==> config.mk <==
export PLATFORM = sky130hd
export DESIGN_NAME = angle_output_clamp_config
export DESIGN_NICKNAME = d
export VERILOG_FILES = /design/src/core/clamp_pkg.sv /design/src/core/clamp_limiter.sv /design/src/core/angle_output_clamp_config.sv
export SDC_FILE = /design/constraint.sdc
export NUM_CORES = 1
export LEC_CHECK = 0
export ABC_AREA = 0
export BUFFER_PORTS_ARGS = -buffer_cell sky130_fd_sc_hd__buf_2
export CAP_MARGIN = 40
export CORE_ASPECT_RATIO = 1.1
export CORE_MARGIN = 2
export CORE_UTILIZATION = 52
export DETAILED_ROUTE_END_ITERATION = 12
export PLACE_DENSITY = 0.77
export SETUP_SLACK_MARGIN = 0.15
export SLEW_MARGIN = 0
export SYNTH_ARGS = -nofsm -noshare
export SYNTH_HDL_FRONTEND = slang
export SYNTH_HIERARCHICAL = 1
export SYNTH_SLANG_ARGS = --single-unit
==> constraint.sdc <==
create_clock -name MCLK -period 6.6 [get_ports MCLK]
set_clock_uncertainty 0.05 [all_clocks]
set_input_delay 1.98 -clock MCLK [delete_from_list [all_inputs] [get_ports MCLK]]
set_output_delay 1.98 -clock MCLK [all_outputs]
set_load 0.02 [all_outputs]
==> src/core/clamp_pkg.sv <==
package clamp_pkg;
    localparam int ADDR_W = 4;
    localparam int DATA_W = 16;
    localparam int CODE_W = 13;
    localparam int ANGLE_W = 16;
    localparam int SW_W = 10;
    localparam int RANGE_W = 6;
    localparam int PCT_W = 7;

    // register offsets
    localparam logic [ADDR_W-1:0] OFS_LOW_LIMIT = 4'ha;
    localparam logic [ADDR_W-1:0] OFS_HIGH_LIMIT = 4'hb;
    localparam logic [ADDR_W-1:0] OFS_SWITCH_RANGE = 4'he;
    localparam logic [ADDR_W-1:0] OFS_OUTPUT_CTRL = 4'hf;
    localparam logic [ADDR_W-1:0] OFS_STATUS = 4'h1;
    localparam logic [ADDR_W-1:0] OFS_OUTPUT_CODE = 4'h2;

    // field positions
    localparam int CODE_MSB = 12;
    localparam int SW_MSB = 15;
    localparam int SW_LSB = 6;
    localparam int RANGE_MSB = 5;
    localparam int SLOPE_BIT = 8;
    localparam int ST_SWITCHED = 0;
    localparam int ST_AT_LOW = 1;
    localparam int ST_AT_HIGH = 2;
    localparam int ST_LOW_RESERVED = 3;
    localparam int ST_HIGH_RESERVED = 4;
    localparam int ST_LIMITS_CROSSED = 5;
    localparam int ST_FALLING = 6;

    // reset values
    localparam logic [DATA_W-1:0] RST_LOW_LIMIT = 16'h0100;
    localparam logic [DATA_W-1:0] RST_HIGH_LIMIT = 16'h12ff;
    localparam logic [DATA_W-1:0] RST_SWITCH_RANGE = 16'hffc1;
    localparam logic RST_SLOPE = 1'b0;

    // dac code scale
    localparam logic [CODE_W-1:0] CODE_FULL = 13'h1400;
    localparam logic [CODE_W-1:0] CODE_MIN = 13'h0100;
    localparam logic [CODE_W-1:0] CODE_MAX = 13'h1300;
    localparam int CODES_PER_STEP = 256;
    localparam int PCT_PER_STEP = 5;
endpackage : clamp_pkg

==> src/core/clamp_limiter.sv <==
`timescale 1ns/1ps
module clamp_limiter
    import clamp_pkg::*;
(
    input wire logic [CODE_W-1:0] raw_code, // unclamped code from the angle path
    input wire logic [CODE_W-1:0] low_limit, // lower clamp code
    input wire logic [CODE_W-1:0] high_limit, // upper clamp code
    input wire logic [ANGLE_W-1:0] angle, // field angle, full scale 180 degrees
    input wire logic [SW_W-1:0] switch_angle, // clamp switch angle
    input wire logic falling, // inverted characteristic selected
    output logic [CODE_W-1:0] code, // limited code
    output logic switched, // switch-angle condition holds
    output logic at_low, // held at lower clamp
    output logic at_high // held at upper clamp
);
    logic [CODE_W-1:0] shaped;

    always_comb begin
        // inverted output mirrors around full supply; saturate instead of wrapping
        if (falling) begin
            shaped = (raw_code > CODE_FULL) ? '0 : CODE_FULL - raw_code;
        end else begin
            shaped = raw_code;
        end
        // switch angle is compared on the same 180-degree scale, low bits padded
        switched = angle > {switch_angle, {(ANGLE_W-SW_W){1'b0}}};
        at_low = 1'b0;
        at_high = 1'b0;
        if (switched && !falling) begin
            code = low_limit;
            at_low = 1'b1;
        end else if (switched && falling) begin
            code = high_limit;
            at_high = 1'b1;
        end else if (shaped < low_limit) begin
            code = low_limit;
            at_low = 1'b1;
        end else if (shaped > high_limit) begin
            code = high_limit;
            at_high = 1'b1;
        end else begin
            code = shaped;
        end
    end
endmodule : clamp_limiter

==> src/core/angle_output_clamp_config.sv <==
`timescale 1ns/1ps
module angle_output_clamp_config
    import clamp_pkg::*;
(
    input wire logic MCLK, // 10 MHz system clock
    input wire logic RST_N, // synchronous reset, active low
    input wire logic [ADDR_W-1:0] ADDR, // register address
    input wire logic [DATA_W-1:0] WDATA, // register write data
    input wire logic WR, // write strobe
    input wire logic RD, // read strobe
    output logic [DATA_W-1:0] RDATA, // read data, cycle after RD
    input wire logic [ANGLE_W-1:0] ANGLE, // measured field angle
    input wire logic [CODE_W-1:0] RAW_CODE, // unclamped output code
    output logic [CODE_W-1:0] DAC_CODE, // clamped output dac code
    output logic SWITCH_ACTIVE, // switch-angle condition in force
    output logic SLOPE_FALLING, // inverted characteristic selected
    output logic [RANGE_W-1:0] RANGE_SCALE_HIGH, // range scale factor high bits
    output logic [PCT_W-1:0] SUPPLY_PCT // output level in percent of supply
);
    logic [CODE_W-1:0] output_low_limit;
    logic [CODE_W-1:0] output_high_limit;
    logic [SW_W-1:0] switch_angle;
    logic [RANGE_W-1:0] range_scale_high_bits;
    logic slope_falling;
    logic [CODE_W-1:0] next_output_low_limit;
    logic [CODE_W-1:0] next_output_high_limit;
    logic [SW_W-1:0] next_switch_angle;
    logic [RANGE_W-1:0] next_range_scale_high_bits;
    logic next_slope_falling;

    logic [DATA_W-1:0] rdata;
    logic [DATA_W-1:0] next_rdata;

    logic [CODE_W-1:0] dac_code;
    logic switch_active;
    logic at_low;
    logic at_high;
    logic [PCT_W-1:0] supply_pct;
    logic [CODE_W-1:0] next_dac_code;
    logic next_switch_active;
    logic next_at_low;
    logic next_at_high;
    logic [PCT_W-1:0] next_supply_pct;

    logic [CODE_W-1:0] lim_code;
    logic lim_switched;
    logic lim_at_low;
    logic lim_at_high;
    logic low_reserved;
    logic high_reserved;
    logic limits_crossed;
    logic [DATA_W-1:0] status_word;

    // percent of supply from a dac code, truncated toward zero
    // 16 bits hold any 13-bit code times five; the 7-bit result wraps only above code 6553
    function automatic logic [PCT_W-1:0] code_to_pct(input logic [CODE_W-1:0] c);
        logic [CODE_W+3-1:0] scaled;
        scaled = {3'b000, c} * (CODE_W+3)'(PCT_PER_STEP);
        return PCT_W'(scaled / (CODE_W+3)'(CODES_PER_STEP));
    endfunction : code_to_pct

    // configuration registers
    // a write lands at its strobe edge, so a read in the next cycle already sees it
    always_comb begin
        next_output_low_limit = output_low_limit;
        next_output_high_limit = output_high_limit;
        next_switch_angle = switch_angle;
        next_range_scale_high_bits = range_scale_high_bits;
        next_slope_falling = slope_falling;
        if (WR) begin
            case (ADDR)
                OFS_LOW_LIMIT: begin
                    // bits above the code are not stored
                    next_output_low_limit = WDATA[CODE_MSB:0];
                end
                OFS_HIGH_LIMIT: begin
                    next_output_high_limit = WDATA[CODE_MSB:0];
                end
                OFS_SWITCH_RANGE: begin
                    // stored as written; nothing here recomputes it from the limits
                    next_switch_angle = WDATA[SW_MSB:SW_LSB];
                    next_range_scale_high_bits = WDATA[RANGE_MSB:0];
                end
                OFS_OUTPUT_CTRL: begin
                    next_slope_falling = WDATA[SLOPE_BIT];
                end
                default: begin
                end
            endcase
        end
    end

    always_ff @(posedge MCLK) begin
        if (!RST_N) begin
            output_low_limit <= RST_LOW_LIMIT[CODE_MSB:0];
            output_high_limit <= RST_HIGH_LIMIT[CODE_MSB:0];
            switch_angle <= RST_SWITCH_RANGE[SW_MSB:SW_LSB];
            range_scale_high_bits <= RST_SWITCH_RANGE[RANGE_MSB:0];
            slope_falling <= RST_SLOPE;
        end else begin
            output_low_limit <= next_output_low_limit;
            output_high_limit <= next_output_high_limit;
            switch_angle <= next_switch_angle;
            range_scale_high_bits <= next_range_scale_high_bits;
            slope_falling <= next_slope_falling;
        end
    end

    // reserved limit codes are not blocked, only reported, so a bad load stays visible
    always_comb begin
        low_reserved = output_low_limit < CODE_MIN;
        high_reserved = output_high_limit > CODE_MAX;
        limits_crossed = output_low_limit > output_high_limit;
        status_word = '0;
        status_word[ST_SWITCHED] = switch_active;
        status_word[ST_AT_LOW] = at_low;
        status_word[ST_AT_HIGH] = at_high;
        status_word[ST_LOW_RESERVED] = low_reserved;
        status_word[ST_HIGH_RESERVED] = high_reserved;
        status_word[ST_LIMITS_CROSSED] = limits_crossed;
        status_word[ST_FALLING] = slope_falling;
    end

    // read port; unmapped addresses read zero
    // idle cycles return zero, so a stale word never lingers on the bus
    always_comb begin
        next_rdata = '0;
        if (RD) begin
            case (ADDR)
                OFS_LOW_LIMIT: begin
                    next_rdata = {{(DATA_W-CODE_W){1'b0}}, output_low_limit};
                end
                OFS_HIGH_LIMIT: begin
                    next_rdata = {{(DATA_W-CODE_W){1'b0}}, output_high_limit};
                end
                OFS_SWITCH_RANGE: begin
                    next_rdata = {switch_angle, range_scale_high_bits};
                end
                OFS_OUTPUT_CTRL: begin
                    next_rdata[SLOPE_BIT] = slope_falling;
                end
                OFS_STATUS: begin
                    next_rdata = status_word;
                end
                OFS_OUTPUT_CODE: begin
                    next_rdata = {{(DATA_W-CODE_W){1'b0}}, dac_code};
                end
                default: begin
                    next_rdata = '0;
                end
            endcase
        end
    end

    always_ff @(posedge MCLK) begin
        if (!RST_N) begin
            rdata <= '0;
        end else begin
            rdata <= next_rdata;
        end
    end

    clamp_limiter u_limiter (
        .raw_code(RAW_CODE),
        .low_limit(output_low_limit),
        .high_limit(output_high_limit),
        .angle(ANGLE),
        .switch_angle(switch_angle),
        .falling(slope_falling),
        .code(lim_code),
        .switched(lim_switched),
        .at_low(lim_at_low),
        .at_high(lim_at_high)
    );

    // output path, one register stage after the inputs
    // the limiter is combinational, so this stage is the whole output latency
    always_comb begin
        next_dac_code = lim_code;
        next_switch_active = lim_switched;
        next_at_low = lim_at_low;
        next_at_high = lim_at_high;
        next_supply_pct = code_to_pct(lim_code);
    end

    always_ff @(posedge MCLK) begin
        if (!RST_N) begin
            // park at the lower clamp reset code until the first sample
            dac_code <= RST_LOW_LIMIT[CODE_MSB:0];
            switch_active <= 1'b0;
            at_low <= 1'b0;
            at_high <= 1'b0;
            // percent view tracks the parked code, so both outputs agree from reset on
            supply_pct <= code_to_pct(RST_LOW_LIMIT[CODE_MSB:0]);
        end else begin
            dac_code <= next_dac_code;
            switch_active <= next_switch_active;
            at_low <= next_at_low;
            at_high <= next_at_high;
            supply_pct <= next_supply_pct;
        end
    end

    assign RDATA = rdata;
    assign DAC_CODE = dac_code;
    assign SWITCH_ACTIVE = switch_active;
    assign SLOPE_FALLING = slope_falling;
    assign RANGE_SCALE_HIGH = range_scale_high_bits;
    assign SUPPLY_PCT = supply_pct;
endmodule : angle_output_clamp_config

==> report_table.html <==
<table>
<tr><th>Metric</th><th>Value</th></tr>
<tr><th colspan="2">Critical path</th></tr>
<tr><td>Number of buffers and inverters on the critical path</td><td>5</td></tr>
<tr><td>Category of the worst setup path launch point</td><td>primary input</td></tr>
<tr><td>Critical path fanouts, max</td><td>6</td></tr>
<tr><td>Critical Path Slowest Stage Cell</td><td>sky130_fd_sc_hd__a2111o_1</td></tr>
<tr><td>Crit-path max cell delay</td><td>0.37 ns</td></tr>
<tr><td>Critical R2R Launch</td><td>SLOPE_FALLING</td></tr>
<tr><td>Top cell by count, worst path</td><td>sky130_fd_sc_hd__ha_4</td></tr>
<tr><td>CP arrival</td><td>6.56 ns</td></tr>
<tr><td>Reg2Reg Setup Slack</td><td>1.15 ns</td></tr>
<tr><td>Endpoint required time on the critical path</td><td>6.83 ns</td></tr>
<tr><td>Type of the setup path with the least slack</td><td>primary input to flop</td></tr>
<tr><td>Endpoint of the most critical register-to-register path</td><td>SUPPLY_PCT[5]</td></tr>
<tr><td>Crit end category</td><td>flop</td></tr>
<tr><td>Kind of cell adding the most delay to the critical path</td><td>compound AO/OA/AOI/OAI gates</td></tr>
<tr><td>Depth of the most critical reg-to-reg path</td><td>22</td></tr>
<tr><th colspan="2">Clocking</th></tr>
<tr><td>Cell at the root of the clock tree</td><td>sky130_fd_sc_hd__clkbuf_16</td></tr>
<tr><td>Post-CTS Hold Buffers</td><td>0</td></tr>
<tr><td>Clk_lat worst skew</td><td>0.34 ns</td></tr>
<tr><td>Number of buffers on the longest clock path</td><td>2</td></tr>
<tr><td>Count of clock tree sinks</td><td>82</td></tr>
<tr><td>H-tree Lvls</td><td>3</td></tr>
<tr><td>CTS tree</td><td>done</td></tr>
<tr><td>Total CTS buffers</td><td>9</td></tr>
<tr><td>Clk slew on worst S/H paths</td><td>0.07 ns</td></tr>
<tr><th colspan="2">STA</th></tr>
<tr><td>Share of the clock period used by the worst path</td><td>0.959</td></tr>
<tr><td>Highest Clock Rate</td><td>0.158 GHz</td></tr>
<tr><td>Final setup slack of the worst path</td><td>0.268 ns</td></tr>
<tr><td>Minimum hold slack</td><td>0.431 ns</td></tr>
<tr><td>Final max-slew violation count</td><td>0</td></tr>
<tr><td>Final setup TNS</td><td>0 ns</td></tr>
<tr><td>Unrepaired setup endpoints after global routing</td><td>yes</td></tr>
<tr><td>Slew HR</td><td>0.392</td></tr>
<tr><td>Number of failing setup endpoints in the final timing report</td><td>0</td></tr>
<tr><td>Post-layout minimum cycle time</td><td>6.33 ns</td></tr>
<tr><td>Slew at the pin closest to its max-slew limit</td><td>0.906 ns</td></tr>
<tr><td>Hold Fails Final Rpt</td><td>0</td></tr>
<tr><th colspan="2">Synthesis</th></tr>
<tr><td>Most used standard cell by instance count after synthesis</td><td>sky130_fd_sc_hd__nand2_1</td></tr>
<tr><td>Async SR Flop Fraction</td><td>0</td></tr>
<tr><td>Top cell types by occurrence after synthesis</td><td>sky130_fd_sc_hd__nand2_1, sky130_fd_sc_hd__dfxtp_1, sky130_fd_sc_hd__ha_1, sky130_fd_sc_hd__inv_1, sky130_fd_sc_hd__a21oi_1</td></tr>
<tr><td>Average cell area after synthesis</td><td>8.11 um^2</td></tr>
<tr><td>Cell types with the largest area share after synthesis</td><td>sky130_fd_sc_hd__dfxtp_1, sky130_fd_sc_hd__ha_1, sky130_fd_sc_hd__nand2_1</td></tr>
<tr><td>Post-synth EDFFs</td><td>0</td></tr>
<tr><td>Instance count of the mapped netlist</td><td>684</td></tr>
<tr><td>Synthesis-stage register bit count</td><td>82</td></tr>
<tr><td>Part of the Yosys area used for sequential elements</td><td>0.296</td></tr>
<tr><td>Count of cell types in the netlist</td><td>69</td></tr>
<tr><td>Largest area contributor in the netlist</td><td>sky130_fd_sc_hd__dfxtp_1</td></tr>
<tr><td>Post-Syn Area</td><td>0.00555 mm^2</td></tr>
<tr><td>Commonest register cell after synthesis</td><td>sky130_fd_sc_hd__dfxtp_1</td></tr>
<tr><td>Portion of synthesized cell area occupied by the leading cell type</td><td>0.296</td></tr>
<tr><td>Syn nets</td><td>806</td></tr>
<tr><td>Number of synthesis warnings</td><td>6</td></tr>
<tr><th colspan="2">Placement</th></tr>
<tr><td>Post-Place Worst Slack</td><td>-0.436 ns</td></tr>
<tr><td>Number of port buffers</td><td>96</td></tr>
<tr><td>Number of instances in the placed design</td><td>960</td></tr>
<tr><td>Cell area after placement</td><td>0.00650 mm^2</td></tr>
<tr><td>Final GP Congestion</td><td>0.985</td></tr>
<tr><td>Half-perimeter wire length of the detailed placement result</td><td>13500 um</td></tr>
<tr><th colspan="2">Global route</th></tr>
<tr><td>Met3 GRT Util</td><td>0.0598</td></tr>
<tr><td>Met1 Use GR</td><td>0.362</td></tr>
<tr><td>Number of global-route vias before repair</td><td>5633</td></tr>
<tr><td>GRT busiest layer</td><td>met2</td></tr>
<tr><td>First-pass GRT wire length</td><td>27200 um</td></tr>
<tr><td>Total gr overflow</td><td>0</td></tr>
<tr><td>Pin count of the biggest net entering global routing</td><td>47</td></tr>
<tr><td>GR met2 Demand/Resource</td><td>0.500</td></tr>
<tr><td>Aggregate global-route resource usage</td><td>0.303</td></tr>
<tr><td>Antenna violations before repair</td><td>0</td></tr>
<tr><th colspan="2">Route</th></tr>
<tr><td>Post-detailed-route via-to-cell ratio</td><td>5.91</td></tr>
<tr><td>Routed wire length per instance</td><td>18.3 um</td></tr>
<tr><td>DR vias</td><td>5840</td></tr>
<tr><td>Final WL</td><td>18000 um</td></tr>
<tr><td>Remaining antenna violation count after routing</td><td>0</td></tr>
<tr><td>Router iterations before antenna repair</td><td>9</td></tr>
<tr><td>DRC marker count from the first detailed-route iteration</td><td>433</td></tr>
<tr><td>DRC violation count after routing</td><td>0</td></tr>
<tr><th colspan="2">Final layout</th></tr>
<tr><td>Layout Cells excl Fill</td><td>988</td></tr>
<tr><td>Fill cell total of the finished layout</td><td>809</td></tr>
<tr><td>Final Util</td><td>0.699</td></tr>
<tr><td>Antenna diodes</td><td>0</td></tr>
<tr><td>Final-stage net count</td><td>962</td></tr>
<tr><td>Fraction of final layout cells sized beyond drive strength 1</td><td>0.299</td></tr>
<tr><td>Post-route cell area</td><td>0.00726 mm^2</td></tr>
<tr><td>Syn-to-layout area delta</td><td>30.9%</td></tr>
<tr><th colspan="2">Power</th></tr>
<tr><td>Power per cell area</td><td>217 mW/mm^2</td></tr>
<tr><td>Total power consumption of the routed design</td><td>1.58 mW</td></tr>
<tr><td>VDD IR-drop max</td><td>0.154 mV</td></tr>
<tr><td>Leakage dissipation</td><td>3.39 nW</td></tr>
<tr><th colspan="2">Worst hold path</th></tr>
<tr><td>Hold path depth</td><td>2</td></tr>
<tr><td>Min-delay src</td><td>RANGE_SCALE_HIGH[1]</td></tr>
<tr><td>Path category of the worst min-delay check</td><td>flop to flop</td></tr>
<tr><td>Min-Delay Endpoint</td><td>RANGE_SCALE_HIGH[1]</td></tr>
<tr><th colspan="2">Floorplan</th></tr>
<tr><td>Width of the chip</td><td>102 um</td></tr>
<tr><td>Standard cell core area</td><td>0.0104 mm^2</td></tr>
<tr><td>Number of core rows</td><td>39</td></tr>
<tr><td>Starting density of the core</td><td>0.534</td></tr>
<tr><td>I/O pin total</td><td>97</td></tr>
<tr><td>Chip height</td><td>112 um</td></tr>
<tr><td>DIE AREA</td><td>0.0115 mm^2</td></tr>
<tr><th colspan="2">Run</th></tr>
<tr><td>Number of maximum-capacitance constraint violations</td><td>0</td></tr>
<tr><th colspan="2">Outcome</th></tr>
<tr><td>Run status</td><td>complete, no violations</td></tr>
</table>
repair_timing:
action                                  4_1_cts  5_1_grt
setup buffers                                 3        8
endpoints found under the setup margin        5        7
pin swaps                                     4       32
gates resized for setup                       9       55
cloned                                        0        1
where the power goes:
group	internal, mW	total (mW)	leakage, nW	switching, mW
clock network	0.258	0.466	0.137	0.208
logic	0.274	0.567	2.59	0.293
registers	0.528	0.547	0.669	0.0185
total	1.06	1.58	3.39	0.519
cell families (layout without fill, tap and decap cells):
kind of cell               count (synthesis)  after routing  synth area share
and+or+nand+nor                          272            273             0.241
AOI/OAI and AO/OA                        147            147             0.182
buffers and inverters                     84            244            0.0704
DFF                                       82             82             0.296
adders and majority gates                 69             69             0.156
muxes                                     20             20            0.0397
xor gates and xnor gates                  10             10            0.0158
layer usage:
metal | up-vias | wire length [um]
li1 | 2733 | -
met1 | 2703 | 6970
met2 | 338 | 8720
met3 | 66 | 1460
met4 | 0 | 898
met5 | - | 0
placed cells by master, fill, tap and decap left out, types with 7 or more instances in the layout:
cell	instances
sky130_fd_sc_hd__nand2_1	108
sky130_fd_sc_hd__clkbuf_16	9
sky130_fd_sc_hd__nor2_1	40
sky130_fd_sc_hd__nor3_1	7
sky130_fd_sc_hd__o211ai_1	10
sky130_fd_sc_hd__ha_4	12
sky130_fd_sc_hd__a221oi_1	12
sky130_fd_sc_hd__o21ai_0	18
sky130_fd_sc_hd__inv_1	55
sky130_fd_sc_hd__a21oi_1	48
sky130_fd_sc_hd__buf_2	94
sky130_fd_sc_hd__and2_1	20
sky130_fd_sc_hd__ha_1	56
sky130_fd_sc_hd__nand2b_1	7
sky130_fd_sc_hd__a21o_1	8
sky130_fd_sc_hd__nand4_1	12
sky130_fd_sc_hd__nand3_1	28
sky130_fd_sc_hd__buf_4	69
sky130_fd_sc_hd__dfxtp_1	82
sky130_fd_sc_hd__mux2i_1	16
worst register-to-register path, cell delays in order (launching register included):
cell and delay [ns]:
sky130_fd_sc_hd__dfxtp_1 0.86, sky130_fd_sc_hd__inv_1 0.32, sky130_fd_sc_hd__or3_1 0.44, sky130_fd_sc_hd__a21oi_4 0.21, sky130_fd_sc_hd__ha_1 0.27, sky130_fd_sc_hd__a21oi_1 0.15
sky130_fd_sc_hd__o21ai_0 0.10, sky130_fd_sc_hd__buf_4 0.16, sky130_fd_sc_hd__a21oi_1 0.13, sky130_fd_sc_hd__o211ai_1 0.10, sky130_fd_sc_hd__buf_4 0.16, sky130_fd_sc_hd__mux2_4 0.32
sky130_fd_sc_hd__buf_6 0.14, sky130_fd_sc_hd__or2_0 0.21, sky130_fd_sc_hd__o311a_1 0.20, sky130_fd_sc_hd__ha_4 0.28, sky130_fd_sc_hd__ha_4 0.27, sky130_fd_sc_hd__nand3_2 0.06
sky130_fd_sc_hd__a21o_1 0.16, sky130_fd_sc_hd__a21o_1 0.20, sky130_fd_sc_hd__buf_4 0.15, sky130_fd_sc_hd__a2111o_1 0.37, sky130_fd_sc_hd__nand3_1 0.08
state kept, by name (all words and copies together) (netlist names):
name / cells
RDATA: 16
switch_angle: 10
SUPPLY_PCT: 7
at_low: 1
at_high: 1
SWITCH_ACTIVE: 1
RANGE_SCALE_HIGH: 6
DAC_CODE: 13
output_low_limit: 13
SLOPE_FALLING: 1
output_high_limit: 13
how the worst max path moves through the flow:
stage | startpoint | to | cells after the start
floorplan | RAW_CODE[0] | SUPPLY_PCT[6] | 23
global placement | RAW_CODE[0] | SUPPLY_PCT[6] | 24
detailed placement | RAW_CODE[0] | SUPPLY_PCT[6] | 23
CTS | RAW_CODE[0] | SUPPLY_PCT[6] | 24
global route | RAW_CODE[1] | SUPPLY_PCT[5] | 26
finish | RAW_CODE[1] | SUPPLY_PCT[5] | 26
cell type report:
cell class	instances	area, um^2	area share
multi-input combinational	519	3880	0.535
sequential	82	1640	0.226
timing repair buffer	169	1060	0.145
inverter	59	226	0.0312
clock buffer	9	225	0.0310
tap	143	179	0.0246
clock inverter	7	52.6	0.00723
Power figures use the tool's default switching activity.
